[config.mk]
export PLATFORM = sky130hd
export DESIGN_NAME = atsw_acq_ctrl
export DESIGN_NICKNAME = d
export VERILOG_FILES = /design/src/common/atsw_pkg.sv /design/src/rtl/atsw_acq_ctrl.sv /design/src/rtl/atsw_sync.sv
export SDC_FILE = /design/constraint.sdc
export NUM_CORES = 1
export LEC_CHECK = 0
export BUFFER_PORTS_ARGS = -buffer_cell sky130_fd_sc_hd__buf_4
export CAP_MARGIN = 20
export CORE_MARGIN = 2
export CORE_UTILIZATION = 30
export CTS_BUF_LIST = sky130_fd_sc_hd__clkbuf_16
export CTS_CLUSTER_SIZE = 30
export DETAILED_ROUTE_END_ITERATION = 10
export PLACE_DENSITY_LB_ADDON = 0.3
export SLEW_MARGIN = 20
export SYNTH_ARGS = -nofsm -noshare
export SYNTH_HDL_FRONTEND = slang
export SYNTH_SLANG_ARGS = --single-unit
[constraint.sdc]
create_clock -name pclk -period 3.25 [get_ports pclk]
set_clock_uncertainty 0.2 [all_clocks]
set_input_delay 0.1625 -clock pclk [delete_from_list [all_inputs] [get_ports pclk]]
set_output_delay 0.1625 -clock pclk [all_outputs]
set_load 0.02 [all_outputs]
[src/common/atsw_pkg.sv]
// atsw_pkg: constants, register map and types of the acquisition
// trigger and status block.
// assumes one 125 MHz camera clock and an APB register port.
package atsw_pkg;
   localparam int unsigned ADDR_W = 8;
   localparam int unsigned DATA_W = 32;
   localparam int unsigned ROWS_W = 16;
   localparam int unsigned AVG_W  = 8;
   localparam int unsigned LINES  = 4;
   localparam int unsigned LSEL_W = 2;
   localparam int unsigned SRC_W  = 2;

   // timing figures in ns, converted to whole cycles rounded up
   localparam int unsigned CLK_PERIOD_NS     = 8;
   localparam int unsigned EXP_DELAY_NS      = 23640;
   localparam int unsigned EXP_DELAY_SLOW_NS = 101450;
   localparam int unsigned ROW_TIME_NS       = 8760;
   localparam int unsigned READ_FIXED_NS     = 511570;
   localparam int unsigned ROW_EXTRA         = 1;

   function automatic int unsigned ns_to_cyc(input int unsigned ns);
      return (ns + CLK_PERIOD_NS - 1) / CLK_PERIOD_NS;
   endfunction

   localparam int unsigned EXP_DELAY_CYC      = ns_to_cyc(EXP_DELAY_NS);
   localparam int unsigned EXP_DELAY_SLOW_CYC = ns_to_cyc(EXP_DELAY_SLOW_NS);
   localparam int unsigned ROW_CYC            = ns_to_cyc(ROW_TIME_NS);
   localparam int unsigned READ_FIXED_CYC     = ns_to_cyc(READ_FIXED_NS);

   // register byte offsets
   localparam logic [ADDR_W-1:0] REG_CTRL      = 8'h00;
   localparam logic [ADDR_W-1:0] REG_LINE_SEL  = 8'h04;
   localparam logic [ADDR_W-1:0] REG_LINE_SRC  = 8'h08;
   localparam logic [ADDR_W-1:0] REG_FRAME_CNT = 8'h0c;
   localparam logic [ADDR_W-1:0] REG_EXPOSURE  = 8'h10;
   localparam logic [ADDR_W-1:0] REG_ROWS      = 8'h14;
   localparam logic [ADDR_W-1:0] REG_FILTER    = 8'h18;
   localparam logic [ADDR_W-1:0] REG_PAYLOAD   = 8'h1c;
   localparam logic [ADDR_W-1:0] REG_BYTE_PER  = 8'h20;
   localparam logic [ADDR_W-1:0] REG_TX_START  = 8'h24;
   localparam logic [ADDR_W-1:0] REG_AVG_CNT   = 8'h28;
   localparam logic [ADDR_W-1:0] REG_STATUS    = 8'h2c;
   localparam logic [ADDR_W-1:0] REG_INT_STAT  = 8'h30;
   localparam logic [ADDR_W-1:0] REG_INT_CLR   = 8'h34;
   localparam logic [ADDR_W-1:0] REG_INT_EN    = 8'h38;

   // reset values and counter steps
   localparam logic [DATA_W-1:0] RST_FRAME_CNT = 32'h0000_0001;
   localparam logic [DATA_W-1:0] RST_EXPOSURE  = 32'h0000_0400;
   localparam logic [DATA_W-1:0] RST_FILTER    = 32'h0000_0000;
   localparam logic [DATA_W-1:0] RST_PAYLOAD   = 32'h0000_0400;
   localparam logic [DATA_W-1:0] RST_BYTE_PER  = 32'h0000_0001;
   localparam logic [ROWS_W-1:0] RST_ROWS      = 16'h0010;
   localparam logic [ROWS_W-1:0] RST_TX_START  = 16'h0001;
   localparam logic [AVG_W-1:0]  RST_AVG_CNT   = 8'h02;
   localparam logic [DATA_W-1:0] CNT_ONE       = 32'h0000_0001;
   localparam logic [AVG_W:0]    AVG_ONE       = 9'h001;

   // line source codes
   localparam logic [SRC_W-1:0] SRC_LOW  = 2'h0;
   localparam logic [SRC_W-1:0] SRC_WAIT = 2'h1;
   localparam logic [SRC_W-1:0] SRC_HIGH = 2'h2;

   typedef enum logic {
      ACQ_WAIT = 1'b0,
      ACQ_RUN  = 1'b1
   } atsw_acq_e;

   typedef enum logic [2:0] {
      FRM_IDLE   = 3'h0,
      FRM_DELAY  = 3'h1,
      FRM_EXPOSE = 3'h3,
      FRM_READ   = 3'h2,
      FRM_DRAIN  = 3'h6
   } atsw_frm_e;

   typedef struct packed {
      logic frame_ext;
      logic avg_en;
      logic filt_en;
      logic legacy;
      logic enable;
   } atsw_cfg_s;
   localparam int unsigned CFG_W = $bits(atsw_cfg_s);

   typedef struct packed {
      logic frame_sent;
      logic overtrigger;
      logic exposure_end_notice;
      logic frame_start_notice;
      logic acq_start_notice;
   } atsw_evt_s;
   localparam int unsigned EV_W = $bits(atsw_evt_s);

   typedef struct packed {
      logic      tx_busy;
      atsw_acq_e acq_state;
      atsw_frm_e frm_state;
      logic      waiting;
   } atsw_status_s;
endpackage

[src/rtl/atsw_acq_ctrl.sv]
// atsw_acq_ctrl: acquisition start wait status, overtrigger check,
// frame sequencing (delay, exposure, readout, transmit) and apb regs.
// assumes one clock pclk; trigger pins are asynchronous.
//
// Chosen here: the APB slave port and the register offsets.
module atsw_acq_ctrl #(
   parameter int unsigned EXP_DELAY_CYC = atsw_pkg::EXP_DELAY_CYC,
   parameter int unsigned ROW_CYC       = atsw_pkg::ROW_CYC,
   parameter int unsigned FIXED_CYC     = atsw_pkg::READ_FIXED_CYC
) (
   input  wire logic                        pclk,    // camera clock
   input  wire logic                        presetn, // async, active low
   input  wire logic                        psel,    // apb select
   input  wire logic                        penable, // apb access phase
   input  wire logic                        pwrite,  // apb direction
   input  wire logic [atsw_pkg::ADDR_W-1:0] paddr,   // apb byte address
   input  wire logic [atsw_pkg::DATA_W-1:0] pwdata,  // apb write data
   output logic      [atsw_pkg::DATA_W-1:0] prdata,  // apb read data
   output logic                             pready,  // apb ready
   output logic                             pslverr, // unmapped address
   input  wire logic          external_acq_start_trigger, // start pin
   input  wire logic          external_trigger_input,     // trigger pin
   output logic [atsw_pkg::LINES-1:0]       out_line,     // lines 1..4
   output logic                             acq_wait_status, // wait level
   output atsw_pkg::atsw_evt_s              notice,       // event pulses
   output logic                             irq,          // level irq
   output logic                             readout_active, // sensor read
   output logic                             tx_active,    // sending frame
   output logic                             tx_byte       // byte pulse
);
   import atsw_pkg::*;

   logic [1:0]        pin_rise;
   atsw_cfg_s         ctrl_reg;
   logic [LSEL_W-1:0] line_sel_reg;
   logic [SRC_W-1:0]  line_src_reg [LINES];
   logic [DATA_W-1:0] frame_cnt_reg;
   logic [DATA_W-1:0] exposure_reg;
   logic [DATA_W-1:0] filter_reg;
   logic [DATA_W-1:0] payload_reg;
   logic [DATA_W-1:0] byte_per_reg;
   logic [ROWS_W-1:0] rows_reg;
   logic [ROWS_W-1:0] tx_start_reg;
   logic [AVG_W-1:0]  avg_cnt_reg;
   logic [EV_W-1:0]   int_stat_reg;
   logic [EV_W-1:0]   int_en_reg;
   logic [EV_W-1:0]   int_stat_next;
   logic [EV_W-1:0]   clr_mask;
   atsw_acq_e         acq_st_reg;
   atsw_acq_e         acq_next;
   atsw_frm_e         frm_st_reg;
   atsw_frm_e         frm_next;
   logic [DATA_W-1:0] cnt_reg;
   logic [DATA_W-1:0] cnt_next;
   logic [ROWS_W:0]   row_reg;
   logic [ROWS_W:0]   row_next;
   logic [ROWS_W:0]   rows_total;
   logic [DATA_W-1:0] frames_left_reg;
   logic [DATA_W-1:0] delay_total;
   logic [DATA_W-1:0] bytes_left_reg;
   logic [DATA_W-1:0] bper_cnt_reg;
   logic [AVG_W-1:0]  avg_idx_reg;
   logic              frm_tx_reg;
   logic              tx_pend_reg;
   logic              tx_on_reg;
   logic [DATA_W-1:0] rd_data;
   logic              rd_err;
   logic [LINES-1:0]  line_next;
   atsw_evt_s         ev;
   atsw_status_s      status_w;

   // both pins pass two flops before any logic sees them
   atsw_sync u_sync (
      .pclk    (pclk),
      .presetn (presetn),
      .pin_in  ({external_trigger_input, external_acq_start_trigger}),
      .rise    (pin_rise)
   );

   function automatic logic addr_is(input logic [ADDR_W-1:0] a,
                                    input logic [ADDR_W-1:0] off);
      return a == off;
   endfunction

   function automatic logic line_level(input logic [SRC_W-1:0] src,
                                       input logic             lvl);
      return (src == SRC_WAIT) ? lvl : (src == SRC_HIGH);
   endfunction

   // apb decode; access phase is always exactly one cycle
   wire setup    = psel & ~penable;
   wire wr_acc   = psel & penable & pwrite & pready;
   wire wr_ctrl  = wr_acc & addr_is(paddr, REG_CTRL);
   wire wr_lsel  = wr_acc & addr_is(paddr, REG_LINE_SEL);
   wire wr_lsrc  = wr_acc & addr_is(paddr, REG_LINE_SRC);
   wire wr_fcnt  = wr_acc & addr_is(paddr, REG_FRAME_CNT);
   wire wr_exp   = wr_acc & addr_is(paddr, REG_EXPOSURE);
   wire wr_rows  = wr_acc & addr_is(paddr, REG_ROWS);
   wire wr_filt  = wr_acc & addr_is(paddr, REG_FILTER);
   wire wr_pay   = wr_acc & addr_is(paddr, REG_PAYLOAD);
   wire wr_bper  = wr_acc & addr_is(paddr, REG_BYTE_PER);
   wire wr_txs   = wr_acc & addr_is(paddr, REG_TX_START);
   wire wr_avg   = wr_acc & addr_is(paddr, REG_AVG_CNT);
   wire wr_iclr  = wr_acc & addr_is(paddr, REG_INT_CLR);
   wire wr_ien   = wr_acc & addr_is(paddr, REG_INT_EN);

   // trigger roles follow the control mode
   wire acq_trig   = ctrl_reg.legacy ? pin_rise[1] : pin_rise[0];
   wire frame_trig = ~ctrl_reg.legacy & pin_rise[1];
   wire ext_frame  = ctrl_reg.frame_ext & ~ctrl_reg.legacy;

   // wait and overtrigger decisions
   wire acq_waiting = (acq_st_reg == ACQ_WAIT) & ctrl_reg.enable;
   wire acq_accept  = acq_trig & acq_waiting;
   // a trigger outside the wait state is dropped, only flagged
   wire overtrig    = acq_trig & ~acq_waiting;
   wire frm_idle    = (frm_st_reg == FRM_IDLE);
   wire frm_start   = (acq_st_reg == ACQ_RUN) & frm_idle & ctrl_reg.enable
                    & (frames_left_reg != '0)
                    & (ext_frame ? frame_trig : 1'b1);
   wire acq_done    = frm_idle & ((frames_left_reg == '0) | ~ctrl_reg.enable);

   // counter and readout helpers
   wire cnt_end   = (cnt_reg <= CNT_ONE);
   wire exp_end   = (frm_st_reg == FRM_EXPOSE) & cnt_end;
   wire avg_last  = ({1'b0, avg_idx_reg} + AVG_ONE) >= {1'b0, avg_cnt_reg};
   wire tx_this   = ~ctrl_reg.avg_en | avg_last;
   wire bper_end  = (bper_cnt_reg <= CNT_ONE);
   wire byte_tick = tx_on_reg & (bytes_left_reg != '0) & bper_end;
   wire tx_fin    = tx_on_reg & (bytes_left_reg == '0);
   wire tx_idle   = ~tx_pend_reg & ~tx_on_reg;
   // hold sending until the buffer has the start threshold of rows or the readout has ended
   wire tx_go     = tx_pend_reg
                  & (((frm_st_reg == FRM_READ)
                      & (row_reg >= {1'b0, tx_start_reg}))
                     | (frm_st_reg == FRM_DRAIN));
   wire sent      = (frm_st_reg == FRM_DRAIN) & tx_idle;

   // filter time stacks on the fixed exposure start delay
   assign delay_total = DATA_W'(EXP_DELAY_CYC)
                      + (ctrl_reg.filt_en ? filter_reg : '0);
   assign rows_total  = {1'b0, rows_reg} + (ROWS_W+1)'(ROW_EXTRA);

   // acquisition state: waiting re-entered after the last frame
   always_comb begin
      acq_next = acq_st_reg;
      unique case (acq_st_reg)
         ACQ_WAIT: if (acq_accept) acq_next = ACQ_RUN;
         ACQ_RUN:  if (acq_done) acq_next = ACQ_WAIT;
      endcase
   end

   // frame pipeline: delay, exposure, row readout, drain of sending
   always_comb begin
      frm_next = frm_st_reg;
      cnt_next = cnt_end ? '0 : cnt_reg - CNT_ONE;
      row_next = row_reg;
      unique case (frm_st_reg)
         FRM_IDLE: if (frm_start) begin
            frm_next = FRM_DELAY;
            cnt_next = delay_total;
         end
         FRM_DELAY: if (cnt_end) begin
            frm_next = FRM_EXPOSE;
            cnt_next = exposure_reg;
         end
         FRM_EXPOSE: if (cnt_end) begin
            frm_next = FRM_READ;
            cnt_next = DATA_W'(ROW_CYC);
            row_next = '0;
         end
         FRM_READ: if (cnt_end) begin
            if (row_reg < rows_total) begin
               row_next = row_reg + (ROWS_W+1)'(ROW_EXTRA);
               // rows first, then the fixed tail of the readout
               cnt_next = (row_next < rows_total) ? DATA_W'(ROW_CYC)
                                                  : DATA_W'(FIXED_CYC);
            end else begin
               // sending may still run past the readout; drain waits for it to end
               frm_next = frm_tx_reg ? FRM_DRAIN : FRM_IDLE;
            end
         end
         FRM_DRAIN: if (tx_idle) frm_next = FRM_IDLE;
         default: frm_next = FRM_IDLE;
      endcase
   end

   // event vector; trigger edges are single-cycle so one pulse each
   assign ev.acq_start_notice    = acq_accept;
   assign ev.frame_start_notice  = frm_start;
   assign ev.exposure_end_notice = exp_end;
   assign ev.overtrigger         = overtrig;
   assign ev.frame_sent          = sent;

   // sticky status: a set in the same cycle beats the clear
   assign clr_mask      = wr_iclr ? pwdata[EV_W-1:0] : '0;
   assign int_stat_next = (int_stat_reg & ~clr_mask) | ev;

   // status only ever drives pins in standard mode
   wire wait_next = (acq_next == ACQ_WAIT) & ctrl_reg.enable;
   wire wait_pin  = wait_next & ~ctrl_reg.legacy;

   // each line picks its own source
   always_comb begin
      for (int i = 0; i < LINES; i++) begin
         line_next[i] = line_level(line_src_reg[i], wait_pin);
      end
   end

   assign status_w.tx_busy   = tx_on_reg;
   assign status_w.acq_state = acq_st_reg;
   assign status_w.frm_state = frm_st_reg;
   assign status_w.waiting   = acq_waiting;

   // read mux, sampled during the setup phase
   always_comb begin
      rd_data = '0;
      rd_err  = 1'b0;
      case (paddr)
         REG_CTRL:      rd_data = DATA_W'(ctrl_reg);
         REG_LINE_SEL:  rd_data = DATA_W'(line_sel_reg);
         REG_LINE_SRC:  rd_data = DATA_W'(line_src_reg[line_sel_reg]);
         REG_FRAME_CNT: rd_data = frame_cnt_reg;
         REG_EXPOSURE:  rd_data = exposure_reg;
         REG_ROWS:      rd_data = DATA_W'(rows_reg);
         REG_FILTER:    rd_data = filter_reg;
         REG_PAYLOAD:   rd_data = payload_reg;
         REG_BYTE_PER:  rd_data = byte_per_reg;
         REG_TX_START:  rd_data = DATA_W'(tx_start_reg);
         REG_AVG_CNT:   rd_data = DATA_W'(avg_cnt_reg);
         REG_STATUS:    rd_data = DATA_W'(status_w);
         REG_INT_STAT:  rd_data = DATA_W'(int_stat_reg);
         REG_INT_CLR:   rd_data = '0;
         REG_INT_EN:    rd_data = DATA_W'(int_en_reg);
         default:       rd_err  = 1'b1;
      endcase
   end

   // apb answer: data and error latched in setup, ready in access
   always_ff @(posedge pclk or negedge presetn) begin
      if (!presetn) begin
         prdata  <= '0;
         pready  <= 1'b0;
         pslverr <= 1'b0;
      end else begin
         prdata  <= setup ? rd_data : prdata;
         pready  <= setup;
         pslverr <= setup & rd_err;
      end
   end

   // software configuration
   always_ff @(posedge pclk or negedge presetn) begin
      if (!presetn) begin
         ctrl_reg      <= '{default: 1'b0};
         line_sel_reg  <= '0;
         line_src_reg  <= '{default: SRC_LOW};
         frame_cnt_reg <= RST_FRAME_CNT;
         exposure_reg  <= RST_EXPOSURE;
         filter_reg    <= RST_FILTER;
         payload_reg   <= RST_PAYLOAD;
         byte_per_reg  <= RST_BYTE_PER;
         rows_reg      <= RST_ROWS;
         tx_start_reg  <= RST_TX_START;
         avg_cnt_reg   <= RST_AVG_CNT;
         int_en_reg    <= '0;
      end else begin
         if (wr_ctrl) ctrl_reg <= atsw_cfg_s'(pwdata[CFG_W-1:0]);
         if (wr_lsel) line_sel_reg <= pwdata[LSEL_W-1:0];
         if (wr_lsrc) line_src_reg[line_sel_reg] <= pwdata[SRC_W-1:0];
         if (wr_fcnt) frame_cnt_reg <= pwdata;
         if (wr_exp) exposure_reg <= pwdata;
         if (wr_filt) filter_reg <= pwdata;
         if (wr_pay) payload_reg <= pwdata;
         if (wr_bper) byte_per_reg <= pwdata;
         if (wr_rows) rows_reg <= pwdata[ROWS_W-1:0];
         if (wr_txs) tx_start_reg <= pwdata[ROWS_W-1:0];
         if (wr_avg) avg_cnt_reg <= pwdata[AVG_W-1:0];
         if (wr_ien) int_en_reg <= pwdata[EV_W-1:0];
      end
   end

   // sequencing state; legacy mode runs one frame per start trigger
   always_ff @(posedge pclk or negedge presetn) begin
      if (!presetn) begin
         acq_st_reg      <= ACQ_WAIT;
         frm_st_reg      <= FRM_IDLE;
         cnt_reg         <= '0;
         row_reg         <= '0;
         frames_left_reg <= '0;
      end else begin
         acq_st_reg <= acq_next;
         frm_st_reg <= frm_next;
         cnt_reg    <= cnt_next;
         row_reg    <= row_next;
         if (acq_accept)
            frames_left_reg <= ctrl_reg.legacy ? CNT_ONE : frame_cnt_reg;
         else if (frm_start)
            frames_left_reg <= frames_left_reg - CNT_ONE;
      end
   end

   // averaging and send bookkeeping, decided at exposure end
   always_ff @(posedge pclk or negedge presetn) begin
      if (!presetn) begin
         avg_idx_reg    <= '0;
         frm_tx_reg     <= 1'b0;
         tx_pend_reg    <= 1'b0;
         tx_on_reg      <= 1'b0;
         bytes_left_reg <= '0;
         bper_cnt_reg   <= '0;
      end else begin
         if (exp_end) begin
            avg_idx_reg <= (~ctrl_reg.avg_en | avg_last) ? '0
                           : avg_idx_reg + AVG_W'(ROW_EXTRA);
            frm_tx_reg  <= tx_this;
         end
         tx_pend_reg <= (exp_end & tx_this) | (tx_pend_reg & ~tx_go);
         tx_on_reg   <= tx_go | (tx_on_reg & ~tx_fin);
         if (tx_go)
            bytes_left_reg <= payload_reg;
         else if (byte_tick)
            bytes_left_reg <= bytes_left_reg - CNT_ONE;
         // byte pacing stands in for the link byte rate
         if (tx_go | byte_tick)
            bper_cnt_reg <= byte_per_reg;
         else if (!bper_end)
            bper_cnt_reg <= bper_cnt_reg - CNT_ONE;
      end
   end

   // registered outputs; the wait flop falls on the accepting edge
   always_ff @(posedge pclk or negedge presetn) begin
      if (!presetn) begin
         acq_wait_status <= 1'b0;
         out_line        <= '0;
         notice          <= '{default: 1'b0};
         int_stat_reg    <= '0;
         irq             <= 1'b0;
         readout_active  <= 1'b0;
         tx_byte         <= 1'b0;
      end else begin
         acq_wait_status <= wait_pin;
         out_line        <= line_next;
         notice          <= ev;
         int_stat_reg    <= int_stat_next;
         irq             <= |(int_stat_next & int_en_reg);
         readout_active  <= (frm_next == FRM_READ);
         tx_byte         <= byte_tick;
      end
   end

   assign tx_active = tx_on_reg;
endmodule

[src/rtl/atsw_sync.sv]
// atsw_sync: two-flop synchroniser and rising-edge detect for the
// two trigger pins.
// assumes pins are asynchronous to pclk and stay high over 2 cycles.
module atsw_sync (
   input  wire logic       pclk,    // camera clock
   input  wire logic       presetn, // async reset, active low
   input  wire logic [1:0] pin_in,  // raw trigger pins
   output logic      [1:0] rise     // one-cycle pulse per rising edge
);
   logic [1:0] meta_reg;
   logic [1:0] sync_reg;
   logic [1:0] prev_reg;

   // meta stage feeds only the second stage
   always_ff @(posedge pclk or negedge presetn) begin
      if (!presetn) begin
         meta_reg <= 2'h0;
         sync_reg <= 2'h0;
         prev_reg <= 2'h0;
      end else begin
         meta_reg <= pin_in;
         sync_reg <= meta_reg;
         prev_reg <= sync_reg;
      end
   end

   // edge from the settled stages only
   assign rise = sync_reg & ~prev_reg;
endmodule

==> run_results.csv <==
group,metric,value,unit
pwr,p_leak,0.0133,uW
clocking,cts_tree,"yes",
sta,finalCriticalPeriod,3.44,ns
clocking,clk_latency,0.62,ns
placed_design,place_hpwl,60100,um
sta,grt_setup_unrepaired,"yes",
synthesis,synth.cells.most_frequent,"dfrtp_1, nand2_1, mux2_2",
synthesis,synth_seq_area_share,0.472,
sta,slew_viol_final,0,
setup_path,reg2regPathDepth,15,
synthesis,synth_top_flop_cell,"dfrtp_1",
clocking,cts_buffers,49,
placed_design,portBuffers,94,
detailed_routing,wl_per_cell,22.6,um
finish,layout-drive-gt1-share,0.258,
clocking,h-tree-depth,2,
clocking,path_clk_slew,0.06,ns
sta,clock.fmax,0.291,GHz
floorplan,dieHeight,282,um
min_path,hold_path_class,"input port to asynchronous set/reset pin",
sta,hold_viol,7,
setup_path,reg2reg_slack,-0.19,ns
floorplan,row_count,102,
sta,setup_ws,-0.190,ns
detailed_routing,initialDrtViolationCount,1724,
sta,worst_pin_slew,0.884,ns
status,violations,"hold timing, setup timing",
finish,stdcell_count,3605,
floorplan,design.die.area,79700,um^2
setup_path,cp-start-kind,"flop",
setup_path,crit_required,3.53,ns
finish,syn_to_final_growth,23.7,%
global_route,grt_usage,0.203,
synthesis,syn_avg_cell_area,10.2,um^2
synthesis,synth.area.top_cells,"dfrtp_1, mux2_2, nand2_1",
detailed_routing,drc,0,
placed_design,placed_area,26200,um^2
global_route,grt_max_degree,89,
setup_path,crit_arrival,3.72,ns
placed_design,gp_congestion,0.901,
sta,report.final.setup_viol,28,
synthesis,netlist_area,23200,um^2
status,run_status,"complete, but fails checks",
synthesis,synth_edf_count,0,
finish,nFillCells,7707,
synthesis,yosysUniqueCellTypes,89,
setup_path,startpoint,"rows_reg[1]",
pwr,p_total,13100,uW
floorplan,ioPinCount,95,
finish,design_area,28700,um^2
pwr,p_per_area,457,nW/um^2
clocking,cts_buffer_depth,3,
job,drv_cap,0,
detailed_routing,drtAntennaViolNets,0,
setup_path,r2r-start,"rows_reg[1]",
floorplan,core_area,77100,um^2
floorplan,die_w,282,um
finish,final_util,0.373,
setup_path,worstReg2RegEnd,"row_reg[5]",
pwr,peakVddDrop,0.383,mV
setup_path,critPathCaptureType,"flop",
detailed_routing,dr.pass1.iters,7,
clocking,cts_root_buffer,"clkbuf_16",
global_route,grt_pass1_wl,123000,um
synthesis,synth_seq_cells,438,
synthesis,syn_nets,2389,
synthesis,synth_top_area_share,0.464,
synthesis,synth_warnings,0,
finish,final_nets,2632,
floorplan,start_util,0.302,
global_route,antenna_found_initial,2,
global_route,grt_pass1_vias,19538,
clocking,cts.sinks,438,
placed_design,dp.cells,3455,
global_route,grt_overflow_total,0,
synthesis,yosys.area.top_type,"dfrtp_1",
detailed_routing,viasPerCell,5.42,
sta,min_period_over_period,1.06,
synthesis,synthesis.instances,2279,
synthesis,async_reset_ff_frac,1.00,
synthesis,yosys.cell_count.top_type,"dfrtp_1",
detailed_routing,vias,19538,
placed_design,place_ws,-0.134,ns
setup_path,crit_type,"flop to flop",
sta,hold_ws,-0.0207,ns
detailed_routing,wirelength,81600,um
sta,slew_headroom,0.409,
setup_path,worstPathMaxFanout,6,
## metal layers
layer | vias up | global-route usage | part of all wire
li1 | 8876 | - | -
met1 | 9824 | 0.279 | 0.44
met2 | 671 | 0.325 | 0.46
met3 | 165 | 0.0250 | 0.057
met4 | 2 | 0.0764 | 0.039
met5 | - | 0 | 0.00016
## metrics by stage
| step | hold WS (ns) | TNS, ns |
|---|---|---|
| global route | 0.0346 | -6.39 |
| finish | -0.0207 | -3.73 |
| global placement | 0.0763 | -1.04 |
| CTS | 0.00487 | -1.47 |
| detailed placement | 0.0785 | -2.20 |
| floorplan | -0.333 | 0 |
## layout make-up
class / instances / area [um^2] / area share
Clock inverter: 41 / 388 / 0.0135
Multi-Input combinational cell: 1680 / 12000 / 0.417
Tap cell: 1040 / 1300 / 0.0453
Sequential cell: 438 / 11000 / 0.382
Inverter: 50 / 188 / 0.00653
Timing Repair Buffer: 303 / 2650 / 0.0923
Antenna cell: 3 / 7.51 / 0.000261
Clock buffer: 50 / 1250 / 0.0435
## worst max-delay path, stage by stage, from the launching register on
cell	delay, ns
dfrtp_1	0.43
ha_4	0.18
nand3_4	0.10
nor3_4	0.24
nand3_2	0.13
xor2_2	0.25
ha_4	0.25
a21oi_2	0.11
nand2_1	0.07
a21o_1	0.16
a21oi_2	0.17
o41ai_4	0.12
or4_4	0.57
clkbuf_16	0.20
nand3_2	0.06
o21ai_1	0.07
## worst max-delay path by stage
stage / to / cells after the start
after CTS: row_reg[7] / 15
after global placement: row_reg[8] / 15
final: row_reg[5] / 15
after detailed placement: row_reg[10] / 14
after global routing: row_reg[5] / 15
after floorplan: row_reg[14] / 16
## where the power goes
| part | internal (uW) | switching (uW) | total [uW] |
|---|---|---|---|
| Clock | 3290 | 2450 | 5740 |
| Sequential | 5700 | 262 | 5960 |
| Combinational | 613 | 816 | 1430 |
| Total | 9600 | 3530 | 13100 |
## timing repair
item                                    in CTS  in global routing
resized for setup                           13                 60
hold buffers                                45                  0
cloned                                       0                  2
endpoints found under the setup margin      61                107
hold endpoints to repair                   466                  0
buffers inserted                             0                  9
pin swaps                                    6                 27
## cells in the final DEF (no fill, tap or decap), types with 15 or more instances in the layout
| master | instances |
|---|---|
| nor4_1 | 22 |
| buf_12 | 16 |
| nand2_1 | 228 |
| nand2b_1 | 15 |
| a221oi_1 | 17 |
| ha_1 | 60 |
| a21oi_1 | 116 |
| a222oi_1 | 26 |
| a22oi_1 | 62 |
| inv_1 | 54 |
| nand3_1 | 54 |
| clkbuf_16 | 52 |
| a31oi_1 | 36 |
| or3_1 | 20 |
| dlygate4sd3_1 | 45 |
| o21ai_1 | 21 |
| a21o_1 | 28 |
| dfrtp_1 | 431 |
| o21ai_0 | 106 |
| nand4_1 | 21 |
| mux2_2 | 223 |
| xnor2_1 | 72 |
| buf_4 | 233 |
| a211oi_1 | 21 |
| nor3_1 | 57 |
| xor2_1 | 60 |
| nor2_1 | 155 |
## cells by family (layout without fill, tap and decap cells)
kind of cell             after synthesis  after routing  share of synthesized area
buffers and inverters                161            444                     0.0275
flip-flops                           438            438                      0.472
XOR/XNOR                             138            138                     0.0520
AND/OR/NAND/NOR                      709            709                      0.149
multiplexers                         230            230                      0.112
adder cells (fa/ha/maj)               64             64                     0.0343
other                                  0              3                          0
AO/OA/AOI/OAI                        539            539                      0.153
Power figures use the tool's default switching activity.
